File: src/cpid_consts.vh
// Purpose: shared constants for the instruction decode and execute core
// Assumes: 8-bit accumulator core, byte-wide code and data memories
// Notes: opcodes, special register addresses, field positions, reset values
//
// What this block does
// - interrupt return pops PC, releases serviced level
// - parity always follows accumulator contents
// - direct byte reaches low RAM and registers
// - indirect uses R0 or R1 as address
// - wide immediate from bytes two, three
// - bit address reaches RAM flags, register bits
// - relative branch adds signed offset to next
// - call pushes return address low first
// - call target: PC high five, opcode, byte
// - absolute jump same target, no push
// - carry from bit 7, aux from 3
// - overflow is carry6 xor carry7
// - add with carry includes carry flag
// - add register form 00101rrr
// - add indirect 0010011i, immediate 00100100
// - add with carry forms 00111rrr, 0011011i, 00110100
// - byte and stores result, flags untouched
// - six byte and operand combinations
// - port read-modify-write uses output latch
// - byte and 01011rrr, 0101011i, 01010011
// - byte and immediate 01010100, two bytes
`ifndef CPID_CONSTS_VH
`define CPID_CONSTS_VH
`define CPID_OP_ADD_IMM 8'h24
`define CPID_OP_ADD_DIR 8'h25
`define CPID_OP_ADD_WITH_CARRY_IMM 8'h34
`define CPID_OP_ADD_WITH_CARRY_DIR 8'h35
`define CPID_OP_RETURN_INT 8'h32
`define CPID_OP_AND_DA 8'h52
`define CPID_OP_AND_DI 8'h53
`define CPID_OP_AND_IMM 8'h54
`define CPID_OP_AND_DIR 8'h55
`define CPID_OP_LONG_JUMP 8'h02
`define CPID_OP_SHORT_JUMP 8'h80
`define CPID_OP_JUMP_BIT 8'h20
`define CPID_LOW_CALL 5'h11
`define CPID_LOW_JUMP 5'h01
`define CPID_SFR_ACC 8'hE0
`define CPID_SFR_STATUS 8'hD0
`define CPID_SFR_STACK 8'h81
`define CPID_SFR_PORT1 8'h90
`define CPID_BIT_RAM_BASE 8'h20
`define CPID_RST_PC 16'h0000
`define CPID_RST_SP 8'h07
`define CPID_RST_ACC 8'h00
`define CPID_RST_STATUS 7'h00
`define CPID_RST_PORT 8'hFF
`define CPID_PSW_CY 7
`define CPID_PSW_AC 6
`define CPID_PSW_OV 2
`define CPID_PSW_RS_HI 4
`define CPID_PSW_RS_LO 3
`endif

File: src/cpid_add8.v
// Purpose: 8-bit adder with carry, aux carry and overflow outputs
// Assumes: purely combinational
// Notes: used by add and add with carry
`timescale 1ns/10ps
module cpid_add8 (
    // operands
    input wire [7:0] a_i,
    input wire [7:0] b_i,
    input wire cin_i,
    // results
    output wire [7:0] sum_o,
    output wire cy_o,
    output wire ac_o,
    output wire ov_o
);
    wire [4:0] low;
    wire [7:0] mid;
    wire [8:0] full;
    assign low = {1'b0, a_i[3:0]} + {1'b0, b_i[3:0]} + {4'h0, cin_i};
    assign mid = {1'b0, a_i[6:0]} + {1'b0, b_i[6:0]} + {7'h00, cin_i};
    assign full = {1'b0, a_i} + {1'b0, b_i} + {8'h00, cin_i};
    assign sum_o = full[7:0];
    assign cy_o = full[8];
    assign ac_o = low[4];
    assign ov_o = mid[7] ^ full[8];
endmodule

File: src/cpid_core.v
// Purpose: decode and execute for add, add with carry, byte and, jumps, call
// Assumes: code and data memories return read data one clock after the address
// Notes: unsupported opcodes run as one-byte no-ops and pulse unsupported_o
`timescale 1ns/10ps
`include "cpid_consts.vh"
module cpid_core (
    // clock, reset, enable
    input wire clock_i,
    input wire rst_b_i,
    input wire ce_i,
    // program memory
    output reg code_rd_o,
    output reg [15:0] code_addr_o,
    input wire [7:0] code_data_i,
    // internal data memory
    output reg ram_rd_o,
    output reg ram_we_o,
    output reg [7:0] ram_addr_o,
    output reg [7:0] ram_wdata_o,
    input wire [7:0] ram_rdata_i,
    // other special registers
    output reg sfr_rd_o,
    output reg sfr_we_o,
    output reg [7:0] sfr_addr_o,
    output reg [7:0] sfr_wdata_o,
    input wire [7:0] sfr_rdata_i,
    // port 1
    input wire [7:0] p1_pin_i,
    output wire [7:0] p1_o,
    // interrupt controller
    input wire [1:0] in_service_i,
    output reg [1:0] int_release_o,
    // status
    output reg instr_done_o,
    output reg unsupported_o,
    output wire [15:0] pc_o,
    output wire [7:0] acc_o,
    output wire [7:0] psw_o,
    output wire [7:0] sp_o
);
    localparam S_F0 = 4'h0;
    localparam S_F1 = 4'h1;
    localparam S_F2 = 4'h2;
    localparam S_F3 = 4'h3;
    localparam S_OPA = 4'h4;
    localparam S_CAP = 4'h5;
    localparam S_EXE = 4'h6;
    localparam S_PU2 = 4'h7;
    localparam S_PO1 = 4'h8;
    localparam S_PO2 = 4'h9;

    localparam K_NOP = 4'h0;
    localparam K_ADD = 4'h1;
    localparam K_ADD_WITH_CARRY = 4'h2;
    localparam K_ANDA = 4'h3;
    localparam K_ANDD = 4'h4;
    localparam K_CALL = 4'h5;
    localparam K_ABSOLUTE_JUMP = 4'h6;
    localparam K_INTERRUPT_RETURN = 4'h7;
    localparam K_LJMP = 4'h8;
    localparam K_SJMP = 4'h9;
    localparam K_JB = 4'hA;

    localparam M_NONE = 2'h0;
    localparam M_REG = 2'h1;
    localparam M_IND = 2'h2;
    localparam M_DIR = 2'h3;

    // decode: {kind, mode, length, immediate source}
    function [8:0] decode;
        input [7:0] op;
        begin
            decode = {K_NOP, M_NONE, 2'd1, 1'b0};
            if (op[4:0] == `CPID_LOW_CALL)
                decode = {K_CALL, M_NONE, 2'd2, 1'b0};
            else if (op[4:0] == `CPID_LOW_JUMP)
                decode = {K_ABSOLUTE_JUMP, M_NONE, 2'd2, 1'b0};
            else if (op[7:3] == 5'b00101)
                decode = {K_ADD, M_REG, 2'd1, 1'b0};
            else if (op[7:1] == 7'b0010011)
                decode = {K_ADD, M_IND, 2'd1, 1'b0};
            else if (op == `CPID_OP_ADD_IMM)
                decode = {K_ADD, M_NONE, 2'd2, 1'b1};
            else if (op == `CPID_OP_ADD_DIR)
                decode = {K_ADD, M_DIR, 2'd2, 1'b0};
            else if (op[7:3] == 5'b00111)
                decode = {K_ADD_WITH_CARRY, M_REG, 2'd1, 1'b0};
            else if (op[7:1] == 7'b0011011)
                decode = {K_ADD_WITH_CARRY, M_IND, 2'd1, 1'b0};
            else if (op == `CPID_OP_ADD_WITH_CARRY_IMM)
                decode = {K_ADD_WITH_CARRY, M_NONE, 2'd2, 1'b1};
            else if (op == `CPID_OP_ADD_WITH_CARRY_DIR)
                decode = {K_ADD_WITH_CARRY, M_DIR, 2'd2, 1'b0};
            else if (op[7:3] == 5'b01011)
                decode = {K_ANDA, M_REG, 2'd1, 1'b0};
            else if (op[7:1] == 7'b0101011)
                decode = {K_ANDA, M_IND, 2'd1, 1'b0};
            else if (op == `CPID_OP_AND_IMM)
                decode = {K_ANDA, M_NONE, 2'd2, 1'b1};
            else if (op == `CPID_OP_AND_DIR)
                decode = {K_ANDA, M_DIR, 2'd2, 1'b0};
            else if (op == `CPID_OP_AND_DA)
                decode = {K_ANDD, M_DIR, 2'd2, 1'b0};
            else if (op == `CPID_OP_AND_DI)
                decode = {K_ANDD, M_DIR, 2'd3, 1'b0};
            else if (op == `CPID_OP_RETURN_INT)
                decode = {K_INTERRUPT_RETURN, M_NONE, 2'd1, 1'b0};
            else if (op == `CPID_OP_LONG_JUMP)
                decode = {K_LJMP, M_NONE, 2'd3, 1'b0};
            else if (op == `CPID_OP_SHORT_JUMP)
                decode = {K_SJMP, M_NONE, 2'd2, 1'b0};
            else if (op == `CPID_OP_JUMP_BIT)
                decode = {K_JB, M_DIR, 2'd3, 1'b0};
        end
    endfunction

    // byte that holds an addressable bit
    function [7:0] bit_byte;
        input [7:0] b;
        begin
            if (b[7])
                bit_byte = {b[7:3], 3'b000};
            else
                bit_byte = `CPID_BIT_RAM_BASE + {4'h0, b[6:3]};
        end
    endfunction

    // program counter plus signed offset
    function [15:0] rel_target;
        input [15:0] base;
        input [7:0] off;
        begin
            rel_target = base + {{8{off[7]}}, off};
        end
    endfunction

    reg [3:0] state;
    reg [15:0] pc;
    reg [7:0] ir;
    reg [3:0] kind;
    reg [1:0] mode;
    reg [1:0] len;
    reg imm_src;
    reg [7:0] b2;
    reg [7:0] b3;
    reg [7:0] opnd;
    reg ind_stage;
    reg [7:0] acc;
    reg [7:0] sp;
    reg [7:1] program_status_word;
    reg [7:0] p1_latch;
    reg [7:0] p1_meta;
    reg [7:0] p1_sync;
    reg [7:0] sfr_val;
    reg [7:0] and_res;
    reg [8:0] dec_now;

    wire parity;
    wire [7:0] sum;
    wire add_cy;
    wire add_ac;
    wire add_ov;
    wire [1:0] bank;
    wire [7:0] dir_addr;
    wire [15:0] page_target;

    assign parity = ^acc;
    assign bank = program_status_word[`CPID_PSW_RS_HI:`CPID_PSW_RS_LO];
    assign dir_addr = (kind == K_JB) ? bit_byte(b2) : b2;
    assign page_target = {pc[15:11], ir[7:5], b2};
    assign pc_o = pc;
    assign acc_o = acc;
    assign psw_o = {program_status_word, parity};
    assign sp_o = sp;
    assign p1_o = p1_latch;

    cpid_add8 u_add (
        .a_i(acc),
        .b_i(opnd),
        .cin_i((kind == K_ADD_WITH_CARRY) ? program_status_word[`CPID_PSW_CY] : 1'b0),
        .sum_o(sum),
        .cy_o(add_cy),
        .ac_o(add_ac),
        .ov_o(add_ov)
    );

    // read-modify-write of the port takes the latch, plain reads the pins
    always @* begin
        case (dir_addr)
            `CPID_SFR_ACC: sfr_val = acc;
            `CPID_SFR_STATUS: sfr_val = {program_status_word, parity};
            `CPID_SFR_STACK: sfr_val = sp;
            `CPID_SFR_PORT1: sfr_val = (kind == K_ANDD) ? p1_latch : p1_sync;
            default: sfr_val = sfr_rdata_i;
        endcase
    end

    always @* begin
        and_res = opnd & ((ir == `CPID_OP_AND_DA) ? acc : b3);
        dec_now = decode(code_data_i);
    end

    // memory strobes follow the state; data comes from held registers
    always @* begin
        code_rd_o = 1'b0;
        code_addr_o = pc;
        ram_rd_o = 1'b0;
        ram_we_o = 1'b0;
        ram_addr_o = 8'h00;
        ram_wdata_o = 8'h00;
        sfr_rd_o = 1'b0;
        sfr_we_o = 1'b0;
        sfr_addr_o = dir_addr;
        sfr_wdata_o = and_res;
        case (state)
            S_F0: code_rd_o = 1'b1;
            S_F1: begin
                code_rd_o = (dec_now[2:1] != 2'd1);
                code_addr_o = pc + 16'h0001;
            end
            S_F2: begin
                code_rd_o = (len == 2'd3);
                code_addr_o = pc + 16'h0001;
            end
            S_OPA: begin
                if (mode == M_REG) begin
                    ram_rd_o = 1'b1;
                    ram_addr_o = {3'b000, bank, ir[2:0]};
                end else if (mode == M_IND) begin
                    ram_rd_o = 1'b1;
                    ram_addr_o = {3'b000, bank, 2'b00, ir[0]};
                end else if (mode == M_DIR) begin
                    ram_rd_o = ~dir_addr[7];
                    ram_addr_o = dir_addr;
                    // registers held inside the core must not strobe the outside bus
                    sfr_rd_o = dir_addr[7] && dir_addr != `CPID_SFR_ACC
                        && dir_addr != `CPID_SFR_STATUS && dir_addr != `CPID_SFR_STACK
                        && dir_addr != `CPID_SFR_PORT1;
                end
            end
            S_CAP: begin
                ram_rd_o = ind_stage;
                ram_addr_o = ram_rdata_i;
            end
            S_EXE: begin
                if (kind == K_ANDD) begin
                    ram_we_o = ~b2[7];
                    ram_addr_o = b2;
                    ram_wdata_o = and_res;
                    sfr_we_o = b2[7] && b2 != `CPID_SFR_ACC && b2 != `CPID_SFR_STATUS
                        && b2 != `CPID_SFR_STACK && b2 != `CPID_SFR_PORT1;
                    sfr_addr_o = b2;
                end else if (kind == K_CALL) begin
                    ram_we_o = 1'b1;
                    ram_addr_o = sp + 8'h01;
                    ram_wdata_o = pc[7:0];
                end else if (kind == K_INTERRUPT_RETURN) begin
                    ram_rd_o = 1'b1;
                    ram_addr_o = sp;
                end
            end
            S_PU2: begin
                ram_we_o = 1'b1;
                ram_addr_o = sp + 8'h01;
                ram_wdata_o = pc[15:8];
            end
            S_PO1: begin
                ram_rd_o = 1'b1;
                ram_addr_o = sp - 8'h01;
            end
            default: code_rd_o = 1'b0;
        endcase
    end

    // port pins cross into the clock domain through two flops
    always @(posedge clock_i) begin
        if (!rst_b_i) begin
            p1_meta <= 8'h00;
            p1_sync <= 8'h00;
        end else if (ce_i) begin
            p1_meta <= p1_pin_i;
            p1_sync <= p1_meta;
        end
    end

    always @(posedge clock_i) begin
        if (!rst_b_i) begin
            state <= S_F0;
            pc <= `CPID_RST_PC;
            ir <= 8'h00;
            kind <= K_NOP;
            mode <= M_NONE;
            len <= 2'd1;
            imm_src <= 1'b0;
            b2 <= 8'h00;
            b3 <= 8'h00;
            opnd <= 8'h00;
            ind_stage <= 1'b0;
            acc <= `CPID_RST_ACC;
            sp <= `CPID_RST_SP;
            program_status_word <= `CPID_RST_STATUS;
            p1_latch <= `CPID_RST_PORT;
            int_release_o <= 2'b00;
            instr_done_o <= 1'b0;
            unsupported_o <= 1'b0;
        end else if (ce_i) begin
            int_release_o <= 2'b00;
            instr_done_o <= 1'b0;
            unsupported_o <= 1'b0;
            case (state)
                S_F0: state <= S_F1;
                S_F1: begin
                    ir <= code_data_i;
                    {kind, mode, len, imm_src} <= dec_now;
                    pc <= pc + 16'h0001;
                    state <= (dec_now[2:1] == 2'd1) ? S_OPA : S_F2;
                end
                S_F2: begin
                    b2 <= code_data_i;
                    pc <= pc + 16'h0001;
                    state <= (len == 2'd3) ? S_F3 : S_OPA;
                end
                S_F3: begin
                    b3 <= code_data_i;
                    pc <= pc + 16'h0001;
                    state <= S_OPA;
                end
                S_OPA: begin
                    ind_stage <= (mode == M_IND);
                    if (mode == M_REG || mode == M_IND)
                        state <= S_CAP;
                    else if (mode == M_DIR && !dir_addr[7])
                        state <= S_CAP;
                    else begin
                        opnd <= imm_src ? b2 : sfr_val;
                        state <= S_EXE;
                    end
                end
                S_CAP: begin
                    ind_stage <= 1'b0;
                    if (!ind_stage) begin
                        opnd <= ram_rdata_i;
                        state <= S_EXE;
                    end
                end
                S_EXE: begin
                    state <= S_F0;
                    instr_done_o <= 1'b1;
                    case (kind)
                        K_ADD, K_ADD_WITH_CARRY: begin
                            acc <= sum;
                            program_status_word[`CPID_PSW_CY] <= add_cy;
                            program_status_word[`CPID_PSW_AC] <= add_ac;
                            program_status_word[`CPID_PSW_OV] <= add_ov;
                        end
                        K_ANDA: acc <= acc & opnd;
                        K_ANDD: begin
                            // status write keeps parity tied to the accumulator
                            if (b2 == `CPID_SFR_ACC)
                                acc <= and_res;
                            else if (b2 == `CPID_SFR_STATUS)
                                program_status_word <= and_res[7:1];
                            else if (b2 == `CPID_SFR_STACK)
                                sp <= and_res;
                            else if (b2 == `CPID_SFR_PORT1)
                                p1_latch <= and_res;
                        end
                        K_ABSOLUTE_JUMP: pc <= page_target;
                        K_LJMP: pc <= {b2, b3};
                        K_SJMP: pc <= rel_target(pc, b2);
                        K_JB: begin
                            if (opnd[b2[2:0]])
                                pc <= rel_target(pc, b3);
                        end
                        K_CALL: begin
                            sp <= sp + 8'h01;
                            instr_done_o <= 1'b0;
                            state <= S_PU2;
                        end
                        K_INTERRUPT_RETURN: begin
                            instr_done_o <= 1'b0;
                            state <= S_PO1;
                        end
                        default: unsupported_o <= 1'b1;
                    endcase
                end
                S_PU2: begin
                    sp <= sp + 8'h01;
                    pc <= page_target;
                    instr_done_o <= 1'b1;
                    state <= S_F0;
                end
                S_PO1: begin
                    pc[15:8] <= ram_rdata_i;
                    state <= S_PO2;
                end
                S_PO2: begin
                    pc[7:0] <= ram_rdata_i;
                    sp <= sp - 8'h02;
                    // level 1 outranks level 0 when both are in service
                    int_release_o <= in_service_i[1] ? 2'b10 : in_service_i;
                    instr_done_o <= 1'b1;
                    state <= S_F0;
                end
                default: state <= S_F0;
            endcase
        end
    end
endmodule

File: config.mk
export PLATFORM = sky130hd
export DESIGN_NAME = cpid_core
export DESIGN_NICKNAME = d
export VERILOG_FILES = /design/src/cpid_add8.v /design/src/cpid_core.v
export VERILOG_INCLUDE_DIRS = /design/src
export SDC_FILE = /design/constraint.sdc
export NUM_CORES = 1
export LEC_CHECK = 0
export BUFFER_PORTS_ARGS = -buffer_cell sky130_fd_sc_hd__clkbuf_2
export CAP_MARGIN = 10
export CORE_UTILIZATION = 30
export CTS_CLUSTER_DIAMETER = 50
export DETAILED_ROUTE_END_ITERATION = 16
export PLACE_DENSITY = 0.49
export SLEW_MARGIN = 20
export SYNTH_ARGS = -nofsm -noshare
export SYNTH_HDL_FRONTEND = slang
export SYNTH_SLANG_ARGS = --single-unit
File: constraint.sdc
create_clock -name clock_i -period 4.78 [get_ports clock_i]
set_clock_uncertainty 0.1 [all_clocks]
set_input_delay 0 -clock clock_i [delete_from_list [all_inputs] [get_ports clock_i]]
set_output_delay 0 -clock clock_i [all_outputs]
set_load 0.01 [all_outputs]
==> impl_metrics.ini, run 1 <==
[final_layout]
fin_util_pct = 36.6
syn2layout_area_growth_pct = 19.5
nFillCells = 3507
diodes = 0
layout.nets = 1561
drive_above_1_share_pct = 17.2

[power_and_ir_drop]
power_frac_clock_pct = 49.2
p_sw_mw = 0.814
intPower_mw = 1.82
seqPwrFrac_pct = 38.0
switching_share_pct = 30.9
p_per_area_mw_per_mm2 = 220
p_leak_nw = 4.87
ir_drop_uv = 235
pwr-share-comb_pct = 12.9

[floorplan]
core_sq_mm = 0.0326
start_util_pct = 30.6
dieArea_sq_mm = 0.0340
num_rows = 66
chipHeight_microns = 184
io_pins = 142
fp.dieW_microns = 184

[logic_synthesis]
synth_flop_cell = dfxtp_1
mappedNetlistNets = 1446
yosysMostFrequentCell = nand2_1
netlist_area_sq_mm = 0.00999
ys_seq_area_share_pct = 22.6
synthCells = 1374
synthMuxAreaShare_pct = 5.79
synth_compound_area_share_pct = 28.7
syn_avg_cell_area_sq_um = 7.27
ys_async_sr_fraction_pct = 0
synth_common_cells = nand2_1, nor2_1, dfxtp_1
yosysUniqueCellTypes = 95
ys_ff_latch = 113
synth-edff-count = 0
ys_top_cells_by_area = dfxtp_1, nand2_1, nor2_1
synthSimpleGateAreaFrac_pct = 28.0
yosysTopAreaCell = dfxtp_1
synthAdderAreaFrac_pct = 4.61
yosys_warnings = 0
synth_top_area_share_pct = 22.6
synth_top_family_by_area = compound AO/OA/AOI/OAI gates
synth_xor_area_share_pct = 3.77

[clock_tree]
htree_num_levels = 4
post-cts-setup-buffer-count = 0
clkTransAtPathRegs_ps = 70
ctsLongestPathBuffers = 2
cts_tree = built
clk_latency_ps = 440
cts_hold_buf = 30
cts_buffers = 17
clockRootBuffer = clkbuf_16
cts.sink_count = 113
cts_resized = 0

[worst_setup_path]
end_kind = flip-flop
start_kind = flip-flop
cp_max_fo = 17
r2r_slack_ps = 820
cp.required_ps = 5040
worstRegToRegCells = 10
reg2reg_from = kind[3]
cp.arrival_ps = 4220
crit_type = flip-flop to flip-flop
rr_endpoint = pc_o[15]

[routing]
drc = 0
wire_per_inst_microns = 23.6
drtPass1Iterations = 7
routed_via_density = 5.82
ant_nets = 0
via_count = 11315
finalWirelength_mm = 45.8
first_iter_violations = 1212

[place]
place_congestion = 0.965
place_ws_ps = 839
place_hpwl_mm = 34.2
portBuffers = 141

[sta]
max_slew.worst_pin.slew_ps = 1120
worst_slack_ps = 816
slew_viol_final = 0
fin_crit_sh_pct = 82.9
max_freq_mhz = 252
final-hold-violation-count = 0
fin_setup_tns_ps = 0
slew_headroom_pct = 24.5
setup_viol = 0
min_period_ps = 3960
rsz0062_at_grt = false

[grt]
grt-ovfl-total = 0
grt_antenna_before_repair = 0
grt_usage_pct = 27.0
grt_max_degree = 65
grt_pass1_wl_mm = 68.2
grt_pass1_vias = 10448

[min_path]
hold_path_class = input pin to flip-flop
hold_depth = 3
hp-start = rst_b_i
hold_end = p1_o[5]

[outcome]
outcome = finished clean

[job]
max_cap_violations = 0
[cells by family (layout without fill, tap and decap cells)]
kind of cell,Yosys count,in the layout
buffers and inverters,151,279
flip-flops,113,113
AO/OA/AOI/OAI,417,417
adder cells (fa/ha/maj),35,35
AND/OR/NAND/NOR,561,561
multiplexers,54,54
XOR/XNOR,43,43
[critical path, cell delays in order (launching register included)]
cell	delay [ps]
dfxtp_1	660
nand4bb_1	250
mux2i_1	360
inv_1	270
ha_1	470
a211oi_1	370
o21ai_1	150
a2111oi_0	500
a211oi_1	170
or3_1	390
o221ai_1	180
[cell type report]
| type | instances | area, sq um | area share [%] |
|---|---|---|---|
| multi-input cells | 1110 | 7110 | 59.5 |
| well taps | 442 | 553 | 4.63 |
| clock inverters | 15 | 149 | 1.25 |
| flip-flops and latches | 113 | 2260 | 18.9 |
| repair buffers | 211 | 1310 | 10.9 |
| clock buffers | 17 | 425 | 3.56 |
| inverters | 36 | 135 | 1.13 |
[layout by cell type (no fill, tap or decap), types with 8 or more instances in the layout]
master	n
nand2_1	193
nor2_1	141
clkbuf_2	141
dfxtp_1	113
o21ai_0	91
a21oi_1	81
mux2i_1	48
nand3_1	43
buf_4	40
inv_1	34
ha_1	32
nor3_1	31
o211ai_1	31
dlygate4sd3_1	30
xnor2_1	26
a211oi_1	26
xor2_1	17
a22oi_1	17
clkbuf_16	17
nand4_1	16
and3_1	15
nor4_1	15
a31oi_1	15
nand2b_1	14
nor2b_1	14
a21o_1	12
nand3b_1	9
o221ai_1	9
o22ai_1	8
a32oi_1	8
a311oi_1	8
[how the worst max path moves through the flow]
| stage | depth (start not counted) | start | slack [ps] | end |
|---|---|---|---|---|
| global route | 10 | kind[3] | 350 | pc_o[15] |
| floorplan | 12 | kind[0] | 1450 | pc_o[15] |
| CTS | 10 | kind[3] | 810 | pc_o[15] |
| global placement | 10 | kind[3] | 870 | pc_o[15] |
| detailed placement | 10 | kind[3] | 840 | pc_o[15] |
| finish | 10 | kind[3] | 820 | pc_o[15] |
[per-layer routing]
metal,vias up,part of all wire [%],GRT usage (%)
li1,5311,-,-
met1,5437,45,35.9
met2,508,45,42.9
met3,59,8.3,6.70
met4,0,2.3,7.60
met5,-,0,0
[state kept, by name (all words and copies together), names as in the netlist, 2 cells and up]
signal	cells
acc_o	8
mode	2
ir	8
pc_o	16
p1_sync	8
b2	8
int_release_o	2
opnd	8
program_status_word	7
p1_meta	8
p1_o	8
b3	8
state	4
sp_o	8
kind	4
len	2
[power groups by stage]
stage / combinational, mW / clock (mW) / sequential, mW
after detailed placement: 0.316 / 0 / 1.02
after global placement: 0.315 / 0 / 1.02
final: 0.339 / 1.29 / 0.999
after floorplan: 0.213 / 0 / 1.00
after CTS: 0.336 / 1.31 / 0.998
after global routing: 0.368 / 1.36 / 1.00
[through the flow]
| stage | cells | cell area, sq um | hold WS, ps | total power [mW] |
|---|---|---|---|---|
| 2_1_floorplan | 1374 | 9990 | 44.3 | 1.21 |
| 3_5_place_dp | 1882 | 11100 | 141 | 1.34 |
| 4_1_cts | 1944 | 11900 | 1.33 | 2.65 |
| 5_1_grt | 1944 | 11900 | 42.7 | 2.73 |
| 6_report | 1944 | 11900 | 40.7 | 2.63 |
| 3_3_place_gp | 1882 | 11100 | 135 | 1.33 |
Power figures use the tool's default switching activity.
==> run 2: changes to the inputs <==
PLACE_DENSITY = 0.51   (was 0.49)
clock period = 3.56 ns   (was 4.78 ns; I/O delays follow)
==> impl_metrics.ini, run 2 (synthesized netlist as in run 1, its figures left out) <==
[worst_setup_path]
critPathMaxStageDelay_ps = 560
cp_slowest_cell = o41ai_1
end_kind = flip-flop
cpMostUsedCell = nand2_1
cp_max_fo = 10
worstRegToRegCells = 13
cp.arrival_ps = 3630
reg2reg_from = kind[2]
startpoint = kind[2]
start_kind = flip-flop
cp.required_ps = 3820
crit_type = flip-flop to flip-flop
worstPathCellList = nand4bb_1 -> buf_4 -> nand2_1 -> nand2_1 -> ha_1 -> inv_1 -> fa_1 -> nor2b_1 -> o31a_1 -> o41ai_1 -> nand2_1 -> o31a_1 -> a211oi_1

[clock_tree]
clockRootBuffer = clkbuf_16
post-cts-setup-buffer-count = 0
cts.sink_count = 113
cts_tree = built
cts_buffers = 17
htree_num_levels = 4
clk_latency_ps = 440
ctsLongestPathBuffers = 2
clkTransAtPathRegs_ps = 70

[floorplan]
dieArea_sq_mm = 0.0340
core_sq_mm = 0.0326
num_rows = 66
fp.dieW_microns = 184
chipHeight_microns = 184
start_util_pct = 30.6
io_pins = 142

[grt]
grt_antenna_before_repair = 1
grt_pass1_wl_mm = 66.9
grt_usage_pct = 26.3
grt_pass1_vias = 10495
grt_max_degree = 42
grt-ovfl-total = 0

[routing]
via_count = 11638
routed_via_density = 5.88
drc = 0
first_iter_violations = 1177
ant_nets = 0
drtPass1Iterations = 8
wire_per_inst_microns = 23.0
finalWirelength_mm = 45.5

[sta]
max_freq_mhz = 296
slew_viol_final = 0
final-hold-violation-count = 0
fin_setup_tns_ps = 0
worst_slack_ps = 183
min_period_ps = 3380
rsz0062_at_grt = false
fin_crit_sh_pct = 94.9
slew_headroom_pct = 24.9
max_slew.worst_pin.slew_ps = 1120
setup_viol = 0

[final_layout]
mostFrequentLayoutCells = nand2_1, nor2_1, clkbuf_2
drive_above_1_share_pct = 19.1
nFillCells = 3496
layout.nets = 1594
fin_cells = 1978
largest_reg_flops = 16
final_common_cell = nand2_1
postLayoutCellArea_sq_mm = 0.0122
syn2layout_area_growth_pct = 22.2

[place]
portBuffers = 141
place_ws_ps = 217
post_dp_cell_area_sq_mm = 0.0113
placed_cells = 1915
place_hpwl_mm = 34.2
place_congestion = 0.988

[job]
max_cap_violations = 0

[power_and_ir_drop]
ir_drop_uv = 355
p_per_area_mw_per_mm2 = 293
p_leak_nw = 5.05

[min_path]
hold_path_class = input pin to flip-flop
hold_depth = 3
hp-start = code_data_i[1]

[outcome]
outcome = finished clean
[run 2: cell types whose count changed in the layout (fill, tap and decap cells not counted), moves of 2 or more]
cell	before	now
buf_4	40	73
clkinv_4	2	4
clkinvlp_4	4	1
inv_6	5	7
[run 2: stage by stage]
stage               util, %  hold WS, ps  total power [mW]
floorplan                 -         44.3              1.63
global placement       34.7          136              1.80
detailed placement     34.7          141              1.80
CTS                    37.4         1.07              3.58
global route           37.4         26.9              3.68
finish                 37.4         4.81              3.57
[run 2: timing repair]
| item | CTS | global route |
|---|---|---|
| hold buffers | 30 | 0 |
| resized for setup | 0 | 2 |
| hold endpoints to repair | 43 | 0 |
| endpoints found under the setup margin | 0 | 1 |
[run 2: final cells by class]
class | instances | area [sq um] | share of cell area [%]
repair buffers | 244 | 1550 | 12.7
clock buffers | 18 | 439 | 3.60
diodes | 1 | 2.50 | 0.0205
flip-flops and latches | 113 | 2260 | 18.5
well taps | 442 | 553 | 4.53
clock inverters | 14 | 145 | 1.19
multi-input cells | 1110 | 7110 | 58.3
inverters | 36 | 135 | 1.11
[run 2: worst paths after layout]
| path | endpoint | slack, ps |
|---|---|---|
| setup reg to reg | pc_o[12] | 180 |
| hold / removal | ir[1] | 5 |
| hold reg to reg | ir[3] | 360 |
| setup / recovery | pc_o[12] | 180 |
[run 2: power by group]
part | total [mW] | switching, mW | internal (mW)
Sequential | 1.33 | 0.0379 | 1.29
Clock | 1.76 | 0.759 | 1.00
Combinational | 0.476 | 0.302 | 0.174
Total | 3.57 | 1.10 | 2.47
[run 2: per-layer routing]
metal  global-route usage (%)  share of wire (%)  vias to the layer above
met4                     8.77                2.9                        2
met5                        0              0.026                        -
met1                     36.2                 45                     5536
met3                     5.26                8.6                       89
met2                     40.7                 44                      631
li1                         -                  -                     5380
[run 2: critical path: cells and delay by family (launching register included)]
kind | cells | cell delay [ps]
flops | 1 | 380
simple gates | 5 | 710
compound gates | 4 | 1370
buf+inv | 2 | 320
fa+ha+maj | 2 | 420
==> run 3: changes to the inputs <==
BUFFER_PORTS_ARGS = -buffer_cell sky130_fd_sc_hd__buf_4   (was -buffer_cell sky130_fd_sc_hd__clkbuf_2)
==> impl_metrics.ini, run 3 (synthesized netlist as in run 1, its figures left out) <==
[outcome]
outcome = finished clean

[worst_setup_path]
end_kind = flip-flop
cp.required_ps = 3810
reg2reg_from = kind[3]
start_kind = flip-flop
startpoint = kind[3]
crit_type = flip-flop to flip-flop
cp_max_fo = 10
cp.arrival_ps = 3620

[routing]
first_iter_violations = 1146
ant_nets = 0
drc = 0
drtPass1Iterations = 6
wire_per_inst_microns = 23.5
routed_via_density = 5.88
via_count = 11672
finalWirelength_mm = 46.7

[sta]
fin_crit_sh_pct = 94.6
final-hold-violation-count = 0
slew_headroom_pct = 31.0
fin_setup_tns_ps = 0
max_freq_mhz = 297
slew_viol_final = 0
setup_viol = 0
rsz0062_at_grt = false
min_period_ps = 3370
max_slew.worst_pin.slew_ps = 1030

[clock_tree]
cts_tree = built
clockRootBuffer = clkbuf_16
clkTransAtPathRegs_ps = 60
htree_num_levels = 4
ctsLongestPathBuffers = 2
cts.sink_count = 113
clk_latency_ps = 440
cts_buffers = 17

[power_and_ir_drop]
power_frac_clock_pct = 47.0
intPower_mw = 2.38
p_leak_nw = 5.16
switching_share_pct = 31.2
ir_drop_uv = 279
p_per_area_mw_per_mm2 = 276
pwr-share-comb_pct = 14.3
p_sw_mw = 1.08
p_total_mw = 3.47
seqPwrFrac_pct = 38.7

[grt]
grt_antenna_before_repair = 1
grt_max_degree = 43
grt_pass1_wl_mm = 69.2
grt_pass1_vias = 10632
grt-ovfl-total = 0
grt_usage_pct = 27.2

[place]
place_congestion = 0.998
portBuffers = 141
place_hpwl_mm = 35.0

[final_layout]
largest_reg_flops = 16
mostFrequentLayoutCells = buf_4, nand2_1, nor2_1
drive_above_1_share_pct = 19.1
syn2layout_area_growth_pct = 25.9
final_common_cell = buf_4
layout.nets = 1602
nFillCells = 3471

[floorplan]
chipHeight_microns = 184
fp.dieW_microns = 184
num_rows = 66
core_sq_mm = 0.0326
start_util_pct = 30.6
io_pins = 142
dieArea_sq_mm = 0.0340

[min_path]
hold_path_class = input pin to flip-flop
hp-start = ram_rdata_i[7]

[job]
max_cap_violations = 0
-- run 3: through the flow --
step / std cells / instance area [sq um] / hold WS [ps] / setup WS (ps) / utilization (%)
after floorplan: 1374 / 9990 / 44.3 / 233 / -
after global placement: 1917 / 11700 / 132 / 266 / 35.8
after detailed placement: 1917 / 11700 / 141 / 170 / 35.8
after CTS: 1984 / 12600 / 64.5 / 159 / 38.5
after global routing: 1984 / 12600 / 84.0 / 14.7 / 38.6
final: 1985 / 12600 / 77.7 / 192 / 38.6
-- run 3: what timing repair did --
action / 4_1_cts / 5_1_grt
buffers inserted: 0 / 0
endpoints found under the setup margin: 0 / 3
resized for setup: 0 / 3
hold endpoints to repair: 64 / 0
hold buffers: 36 / 0
-- run 3: path summary, 6_finish.rpt --
check	cells past startpoint	slack, ps	end
setup / recovery	13	190	pc_o[12]
hold / removal	5	80	opnd[7]
setup reg to reg	13	190	pc_o[12]
hold reg to reg	2	360	int_release_o[1]
-- run 3: final cells by class --
type                    count  area [sq um]  area share [%]
multi-input cells        1110          7110            56.5
flip-flops and latches    113          2260            18.0
repair buffers            252          1980            15.8
well taps                 442           553            4.40
clock buffers              17           425            3.38
inverters                  36           135            1.07
clock inverters            14           106           0.846
diodes                      1          2.50          0.0199
-- run 3: critical path: stages (launching register included) --
cell and delay, ps:
dfxtp_1 460, nand4bb_1 230, buf_4 250, nand2_1 140, nand2_1 90, ha_1 220, inv_1 70, fa_1 200
nor2b_1 70, o31a_1 310, o41ai_1 540, nand2_1 100, o31a_1 290, a211oi_1 210
-- run 3: per-layer routing --
layer | wire length, microns | up-vias | global-route usage [%]
met5 | 0 | - | 0
met3 | 3850 | 85 | 4.66
met2 | 20600 | 587 | 41.9
met4 | 1380 | 0 | 9.33
met1 | 20800 | 5617 | 37.9
li1 | - | 5383 | -
-- run 3: power by group through the flow --
| stage | Combinational (mW) | Clock [mW] | Sequential, mW |
|---|---|---|---|
| 3_5_place_dp | 0.458 | 0 | 1.37 |
| 2_1_floorplan | 0.286 | 0 | 1.34 |
| 3_3_place_gp | 0.458 | 0 | 1.37 |
| 6_report | 0.496 | 1.63 | 1.34 |
| 5_1_grt | 0.534 | 1.71 | 1.34 |
| 4_1_cts | 0.490 | 1.65 | 1.34 |
